--- src/timebase_pkg.sv ---
// constants for the eeprom timebase divider
package timebase_pkg;
    // ----------------------------------------
    // register map (word offsets as byte addresses)
    // ----------------------------------------
    localparam logic [4:0] off_divisor_low_reg = 5'h00;
    localparam logic [4:0] off_divisor_high_reg = 5'h04;
    localparam logic [4:0] off_divisor_low_shadow = 5'h08;
    localparam logic [4:0] off_divisor_high_shadow = 5'h0c;
    localparam logic [4:0] off_control = 5'h10;
    // ----------------------------------------
    // field layout
    // ----------------------------------------
    localparam int lock_disable_bit = 7;
    localparam int divisor_width = 11;
    localparam int high_bits = 3;
    // ----------------------------------------
    // control register fields
    // ----------------------------------------
    localparam int ctl_ref_select_bit = 0;
    localparam int ctl_latch_bit = 1;
    localparam int ctl_proposed_bit = 2;
    localparam int ctl_shadow_prog_bit = 3;
    // ----------------------------------------
    // values after reset and timing
    // ----------------------------------------
    localparam logic [7:0] erased_byte = 8'hff;
    localparam int timebase_period_us = 35;
    localparam int ref_clk_khz = 10000;
    localparam int timebase_cycles = (ref_clk_khz * timebase_period_us + 500) / 1000;
endpackage

--- src/tick_if.sv ---
// interface between divider core and register front end
`timescale 1ns/1ps
`default_nettype none
interface tick_if #(parameter int W = 11);
    logic [W-1:0] divisor;
    logic ref_enable;
    logic tick;
    modport ctrl (output divisor, output ref_enable, input tick);
    modport core (input divisor, input ref_enable, output tick);
endinterface
`default_nettype wire

--- src/timebase_counter.sv ---
// divider core counting reference cycles
`timescale 1ns/1ps
`default_nettype none
module timebase_counter #(
    parameter int W = 11
) (
    input wire logic i_ref_clk,
    input wire logic i_reset,
    tick_if.core port
);
    logic [W-1:0] count;
    logic tick_q;

    // ----------------------------------------
    // counter
    // ----------------------------------------
    always_ff @(posedge i_ref_clk or posedge i_reset) begin
        if (i_reset) begin
            count <= '0;
            tick_q <= 1'b0;
        end else begin
            tick_q <= 1'b0;
            if (port.ref_enable) begin
                if (port.divisor != '0 && count >= port.divisor - W'(1)) begin
                    count <= '0;
                    tick_q <= 1'b1;
                end else begin
                    count <= count + W'(1);
                end
            end
        end
    end
    assign port.tick = tick_q;
endmodule
`default_nettype wire

--- src/timebase_divider.sv ---
// eeprom timebase divider with shadow load and lock
// Summary of operation
// - emit a timebase tick whose period is 35 us of reference clock
// - reference is crystal clock or bus clock, chosen by a select bit
// - divisor is 11 bits split over high and low registers
// - stored divisor is the division ratio directly
// - divisor bits read back at any time
// - divisor writes only with latch clear and lock disable set
// - lock disable reads 1 when off; when on both registers are locked
// - while locked the shadow registers refuse program and erase
// - reset copies shadow divisor and lock disable into volatile registers
// - shadows keep contents across reset
// - new shadow values reach volatile registers only at next reset
// - shadow lock bit 0 makes the lock permanent after reset
// - shadow bits hold programmed value, erased reads 1
// - while proposed mode is set, writes to divider registers do nothing
`timescale 1ns/1ps
`default_nettype none
module timebase_divider #(
    parameter int W = timebase_pkg::divisor_width
) (
    input wire logic i_ref_clk,
    input wire logic i_reset,
    input wire logic i_crystal_ref_clock,
    input wire logic [4:0] i_avs_address,
    input wire logic i_avs_read,
    input wire logic i_avs_write,
    input wire logic [31:0] i_avs_writedata,
    input wire logic [3:0] i_avs_byteenable,
    output logic [31:0] o_avs_readdata,
    output logic o_avs_waitrequest,
    output logic o_timebase_tick
);
    tick_if #(.W(W)) link ();

    logic [7:0] divisor_low_reg;
    logic [7:0] divisor_high_reg;
    logic [7:0] divisor_low_shadow = timebase_pkg::erased_byte;
    logic [7:0] divisor_high_shadow = timebase_pkg::erased_byte;
    logic divisor_ref_select;
    logic array_latch_enable;
    logic proposed_mode;
    logic shadow_program;
    logic [3:0] control;
    logic loaded;
    logic xtal_sync1;
    logic xtal_sync2;
    logic xtal_last;
    logic answered;
    logic [31:0] next_readdata;
    logic wr_hit;
    logic [3:0] wr_addr;
    logic divisor_writable;
    logic shadow_writable;
    logic locked;

    // ----------------------------------------
    // pin synchroniser for crystal reference
    // ----------------------------------------
    always_ff @(posedge i_ref_clk or posedge i_reset) begin
        if (i_reset) begin
            xtal_sync1 <= 1'b0;
            xtal_sync2 <= 1'b0;
            xtal_last <= 1'b0;
        end else begin
            xtal_sync1 <= i_crystal_ref_clock;
            xtal_sync2 <= xtal_sync1;
            xtal_last <= xtal_sync2;
        end
    end

    // reference enable: crystal edge or every bus cycle
    assign link.ref_enable = divisor_ref_select ? 1'b1 : (xtal_sync2 & ~xtal_last);
    assign link.divisor = {divisor_high_reg[timebase_pkg::high_bits-1:0], divisor_low_reg};
    assign o_timebase_tick = link.tick;

    timebase_counter #(.W(W)) u_counter (
        .i_ref_clk(i_ref_clk),
        .i_reset(i_reset),
        .port(link)
    );

    // ----------------------------------------
    // bus decode
    // ----------------------------------------
    assign wr_addr = i_avs_address[4:1];
    assign o_avs_waitrequest = (i_avs_read | i_avs_write) & ~answered;
    assign wr_hit = i_avs_write & answered & i_avs_byteenable[0];
    assign locked = ~divisor_high_reg[timebase_pkg::lock_disable_bit];
    assign divisor_writable = ~array_latch_enable & ~locked & ~proposed_mode;
    assign shadow_writable = ~locked & shadow_program & ~proposed_mode;

    always_ff @(posedge i_ref_clk or posedge i_reset) begin
        if (i_reset) begin
            answered <= 1'b0;
        end else begin
            answered <= (i_avs_read | i_avs_write) & ~answered;
        end
    end

    // ----------------------------------------
    // volatile divider registers
    // ----------------------------------------
    // after async reset a clocked load copies the shadows
    always_ff @(posedge i_ref_clk or posedge i_reset) begin
        if (i_reset) begin
            loaded <= 1'b0;
            divisor_low_reg <= 8'h00;
            divisor_high_reg <= 8'h00;
        end else if (!loaded) begin
            loaded <= 1'b1;
            divisor_low_reg <= divisor_low_shadow;
            divisor_high_reg <= divisor_high_shadow & 8'h87;
        end else if (wr_hit && divisor_writable) begin
            if (wr_addr == timebase_pkg::off_divisor_low_reg[4:1]) begin
                divisor_low_reg <= i_avs_writedata[7:0];
            end else if (wr_addr == timebase_pkg::off_divisor_high_reg[4:1]) begin
                divisor_high_reg <= i_avs_writedata[7:0] & 8'h87;
            end
        end
    end

    // ----------------------------------------
    // shadow registers, no reset term
    // ----------------------------------------
    always_ff @(posedge i_ref_clk) begin
        if (!i_reset && loaded && wr_hit && shadow_writable) begin
            if (wr_addr == timebase_pkg::off_divisor_low_shadow[4:1]) begin
                divisor_low_shadow <= i_avs_writedata[7:0];
            end else if (wr_addr == timebase_pkg::off_divisor_high_shadow[4:1]) begin
                divisor_high_shadow <= i_avs_writedata[7:0];
            end
        end
    end

    // ----------------------------------------
    // control register
    // ----------------------------------------
    always_ff @(posedge i_ref_clk or posedge i_reset) begin
        if (i_reset) begin
            divisor_ref_select <= 1'b0;
            array_latch_enable <= 1'b0;
            proposed_mode <= 1'b0;
            shadow_program <= 1'b0;
        end else if (wr_hit && wr_addr == timebase_pkg::off_control[4:1]) begin
            divisor_ref_select <= i_avs_writedata[timebase_pkg::ctl_ref_select_bit];
            array_latch_enable <= i_avs_writedata[timebase_pkg::ctl_latch_bit];
            proposed_mode <= i_avs_writedata[timebase_pkg::ctl_proposed_bit];
            shadow_program <= i_avs_writedata[timebase_pkg::ctl_shadow_prog_bit];
        end
    end
    assign control = {shadow_program, proposed_mode, array_latch_enable, divisor_ref_select};

    // ----------------------------------------
    // read mux
    // ----------------------------------------
    always_comb begin
        next_readdata = 32'h0000_0000;
        if (wr_addr == timebase_pkg::off_divisor_low_reg[4:1]) begin
            next_readdata[7:0] = divisor_low_reg;
        end else if (wr_addr == timebase_pkg::off_divisor_high_reg[4:1]) begin
            next_readdata[7:0] = divisor_high_reg;
        end else if (wr_addr == timebase_pkg::off_divisor_low_shadow[4:1]) begin
            next_readdata[7:0] = divisor_low_shadow;
        end else if (wr_addr == timebase_pkg::off_divisor_high_shadow[4:1]) begin
            next_readdata[7:0] = divisor_high_shadow;
        end else if (wr_addr == timebase_pkg::off_control[4:1]) begin
            next_readdata[3:0] = control;
        end
    end

    always_ff @(posedge i_ref_clk or posedge i_reset) begin
        if (i_reset) begin
            o_avs_readdata <= 32'h0000_0000;
        end else if (i_avs_read && !answered) begin
            o_avs_readdata <= next_readdata;
        end
    end
endmodule
`default_nettype wire

--- config.mk ---
export PLATFORM = sky130hd
export DESIGN_NAME = timebase_divider
export DESIGN_NICKNAME = d
export VERILOG_FILES = /design/src/timebase_pkg.sv /design/src/tick_if.sv /design/src/timebase_counter.sv /design/src/timebase_divider.sv
export SDC_FILE = /design/constraint.sdc
export NUM_CORES = 1
export LEC_CHECK = 0
export ABC_AREA = 0
export BUFFER_PORTS_ARGS = -buffer_cell sky130_fd_sc_hd__buf_2
export CORE_ASPECT_RATIO = 1.1
export CORE_MARGIN = 5
export CORE_UTILIZATION = 45
export CTS_CLUSTER_DIAMETER = 80
export DETAILED_ROUTE_END_ITERATION = 6
export PLACE_DENSITY = 0.81
export REMOVE_ABC_BUFFERS = 1
export SYNTH_ARGS = -nofsm -noshare
export SYNTH_HDL_FRONTEND = slang
export SYNTH_HIERARCHICAL = 1
export SYNTH_SLANG_ARGS = --single-unit
--- constraint.sdc ---
create_clock -name i_ref_clk -period 2.5 [get_ports i_ref_clk]
set_input_delay 0.125 -clock i_ref_clk [delete_from_list [all_inputs] [get_ports i_ref_clk]]
set_output_delay 0.125 -clock i_ref_clk [all_outputs]
set_load 0.03 [all_outputs]
==> flow_metrics.env <==
export IMPL_netlist_top_cells_area="dfrtp_1 32%, edfxtp_1 15%, buf_4 5.6%, ha_1 5.1%, nor2_1 4.7%"
export IMPL_vias_per_cell=5.242
export IMPL_cts_buffers=9
export IMPL_place_gp_congestion=0.8708
export IMPL_finalCritPeriodShare_pct=110.1
export IMPL_vias=2338
export IMPL_yosys_area_top_type="dfrtp_1"
export IMPL_endpoint_kind="flop"
export IMPL_crit_top_cell="nor3_2"
export IMPL_cpPeakStageDelay_ns=0.40
export IMPL_num_nets_final=415
export IMPL_overflow=0
export IMPL_critical_path_class="reg2reg"
export IMPL_syn_to_final_growth_pct=15.62
export IMPL_antenna_found_initial=0
export IMPL_cts_sinks=57
export IMPL_violations="setup timing"
export IMPL_largest_register_ffs=11
export IMPL_layout_setup_ws_ns=-0.2534
export IMPL_n_antenna_cell=0
export IMPL_min_to="divisor_high_shadow[5]"
export IMPL_leakage_uw=0.001702
export IMPL_regToRegStartpoint="divisor_low_reg[3]"
export IMPL_drv_slew=0
export IMPL_rsz0062_at_grt="true"
export IMPL_cp_start_kind="flop"
export IMPL_yosysSeqAreaShare_pct=47.03
export IMPL_wl_per_cell_um=15.92
export IMPL_fin_setup_tns_ns=-2.915
export IMPL_slowest_stage="or3b_4"
export IMPL_clockBufferDepth=2
export IMPL_htreeDepth=3
export IMPL_final_layout_size_suffix_gt1_share_pct=21.61
export IMPL_max_freq_ghz=0.3632
export IMPL_core_area_mm2=0.006967
export IMPL_maxCapViolCount=0
export IMPL_period_needed_ns=2.753
export IMPL_hp_class="in2reg"
export IMPL_grt_max_degree=25
export IMPL_r2r_end="u_counter/count[1]"
export IMPL_syn_area_mm2=0.003203
export IMPL_cp_top_family="simple AND/OR/NAND/NOR gates"
export IMPL_track_usage_pct=15.85
export IMPL_path_cells="or3_4 -> or3b_4 -> nor3_2 -> xnor2_1 -> ha_1 -> nand4_1 -> nor3_2 -> o31ai_1 -> a21oi_2 -> buf_6 -> nor2_1"
export IMPL_cts_setup_buffers=0
export IMPL_synth_seq_cells=57
export IMPL_io_pins=80
export IMPL_power_density_mw_per_mm2=692.4
export IMPL_drt_initial_drc_count=139
export IMPL_final_hold_viol_count=0
export IMPL_clk_latency_ns=0.35
export IMPL_rr_worst_depth=11
export IMPL_clock_root_buffer="clkbuf_8"
export IMPL_fin_skew_ns=0.006050
export IMPL_dpl_hpwl_mm=4.911
export IMPL_synth_cell_types=44
export IMPL_total_power_uw=2564
export IMPL_ff2ff_setup_slack_ns=-0.25
export IMPL_die_y_um=98.49
export IMPL_first_pass_iters=4
export IMPL_layout_common_cells="41 x dfrtp_1, 40 x nor2_1, 27 x buf_2"
export IMPL_initial_core_util_pct=45.98
export IMPL_regMostFlops="u_counter/count"
export IMPL_min_from="i_avs_writedata[5]"
export IMPL_slew_headroom_pct=55.31
export IMPL_grt_pass1_wl_mm=11.21
export IMPL_postRouteWirelength_mm=7.100
export IMPL_grt_pass1_vias=2348
export IMPL_avgSynthCellArea_um2=10.30
export IMPL_synth_warnings=6
export IMPL_status="finished with violations"
export IMPL_worst_ep_arrival_time_ns=2.99
export IMPL_drtAntennaViolNets=0
export IMPL_fp_dieW_um=90.44
export IMPL_final_common_cell="dfrtp_1"
export IMPL_cts_tree="built"
export IMPL_clkSlewWorstSetupHoldPaths_ns=0.07
export IMPL_synth_top_cell_area_share_pct=32.03
export IMPL_ir_worst_vdd_v=0.0003865
export IMPL_crit_required_ns=2.73
export IMPL_setup_viol=12
export IMPL_io_buffer_count=27
export IMPL_fillCellCount=584
export IMPL_syn_inst=311
export IMPL_worstHoldPathCells=1
export IMPL_critPathBufInv=1
export IMPL_worst_path_max_fanout=12
export IMPL_num_rows=32
export IMPL_die_area_mm2=0.008907
export IMPL_worst_pin_slew_ns=0.6704
export IMPL_drcViolationCount=0
-- timing repair --
| item | 4_1_cts | 5_1_grt |
|---|---|---|
| gates resized for setup | 6 | 3 |
| endpoints found under the hold margin | 30 | 0 |
| hold buffers | 5 | 0 |
| cloned | 0 | 0 |
| endpoints found under the setup margin | 12 | 12 |
-- cells in the mapped netlist --
cell	number
dfrtp_1	41
nor2_1	40
buf_4	24
a21oi_1	23
edfxtp_1	16
nand2_1	16
mux2i_1	14
ha_1	13
o21ai_0	10
xnor2_1	10
inv_1	9
xor2_1	9
nand2b_1	8
nand3_1	8
nor3_1	8
mux2_2	7
clkbuf_1	5
nand3b_1	5
buf_2	4
a22oi_1	3
nand4_1	3
nor3b_1	3
o31ai_1	3
or3_1	3
and2_1	2
and3_1	2
buf_6	2
conb_1	2
nor4b_1	2
o221ai_1	2
a211oi_1	1
a21o_1	1
a21oi_2	1
and2b_1	1
buf_1	1
mux4_2	1
nand3_4	1
nand4_2	1
nor4_1	1
nor4_4	1
o21a_1	1
o21bai_1	1
o41ai_2	1
or3b_4	1
-- stage by stage --
stage / cells / util, % / area [um2] / setup slack (ns) / hold slack [ns]
floorplan: 298 / - / 3044 / -0.1902 / -0.01030
global placement: 425 / 48.78 / 3398 / -0.08712 / 0.1876
detailed placement: 425 / 48.78 / 3398 / -0.2485 / 0.1975
CTS: 446 / 52.93 / 3687 / -0.1373 / 0.001270
global route: 446 / 53.16 / 3704 / -0.3929 / 0.002940
finish: 446 / 53.16 / 3704 / -0.2534 / 0.008815
-- metal layers --
metal  part of all wire (%)  routed length, um  vias up  GRT usage [%]
li1                       -                  -     1128              -
met1                     41               2928     1107          19.58
met3                    5.6                398       18          3.511
met5                      0                  0        -              0
met2                     50               3573       85          25.90
met4                    2.8                199        0          8.477
-- power by group --
group	leakage, uW	internal [uW]	total, uW	switching, uW
Clock	0.000106	555	929	374
Combinational	0.000941	183	480	296
Sequential	0.000654	1050	1160	108
-- how the worst max path moves through the flow --
stage                        from                  end  cells after the start
2_1_floorplan  divisor_low_reg[3]   u_counter/count[0]                     10
3_3_place_gp   divisor_low_reg[3]  u_counter/count[10]                     11
3_5_place_dp   divisor_low_reg[3]   u_counter/count[1]                     11
4_1_cts        divisor_low_reg[3]  u_counter/count[10]                     11
5_1_grt        divisor_low_reg[3]   u_counter/count[2]                     11
6_report       divisor_low_reg[3]   u_counter/count[1]                     11
-- cell type report --
class                      count  area (um2)  area share, %
multi-input combinational    232        1545          41.72
sequential                    57        1506          40.68
timing repair buffer          47       301.5          8.142
clock buffer                  10       127.6          3.446
tap                           85       106.4          2.872
clock inverter                 6       82.58          2.230
inverter                       9       33.78         0.9122
-- cell families after synthesis --
kind of cell	share of synthesized area, %
other	0.2345
and+or+nand+nor	17.38
adders and majority gates	5.078
buffers and inverters	8.711
muxes	7.539
xor gates and xnor gates	5.195
AOI/OAI and AO/OA	8.829
DFF	47.03
No activity file was read; power rests on OpenSTA's default activity.
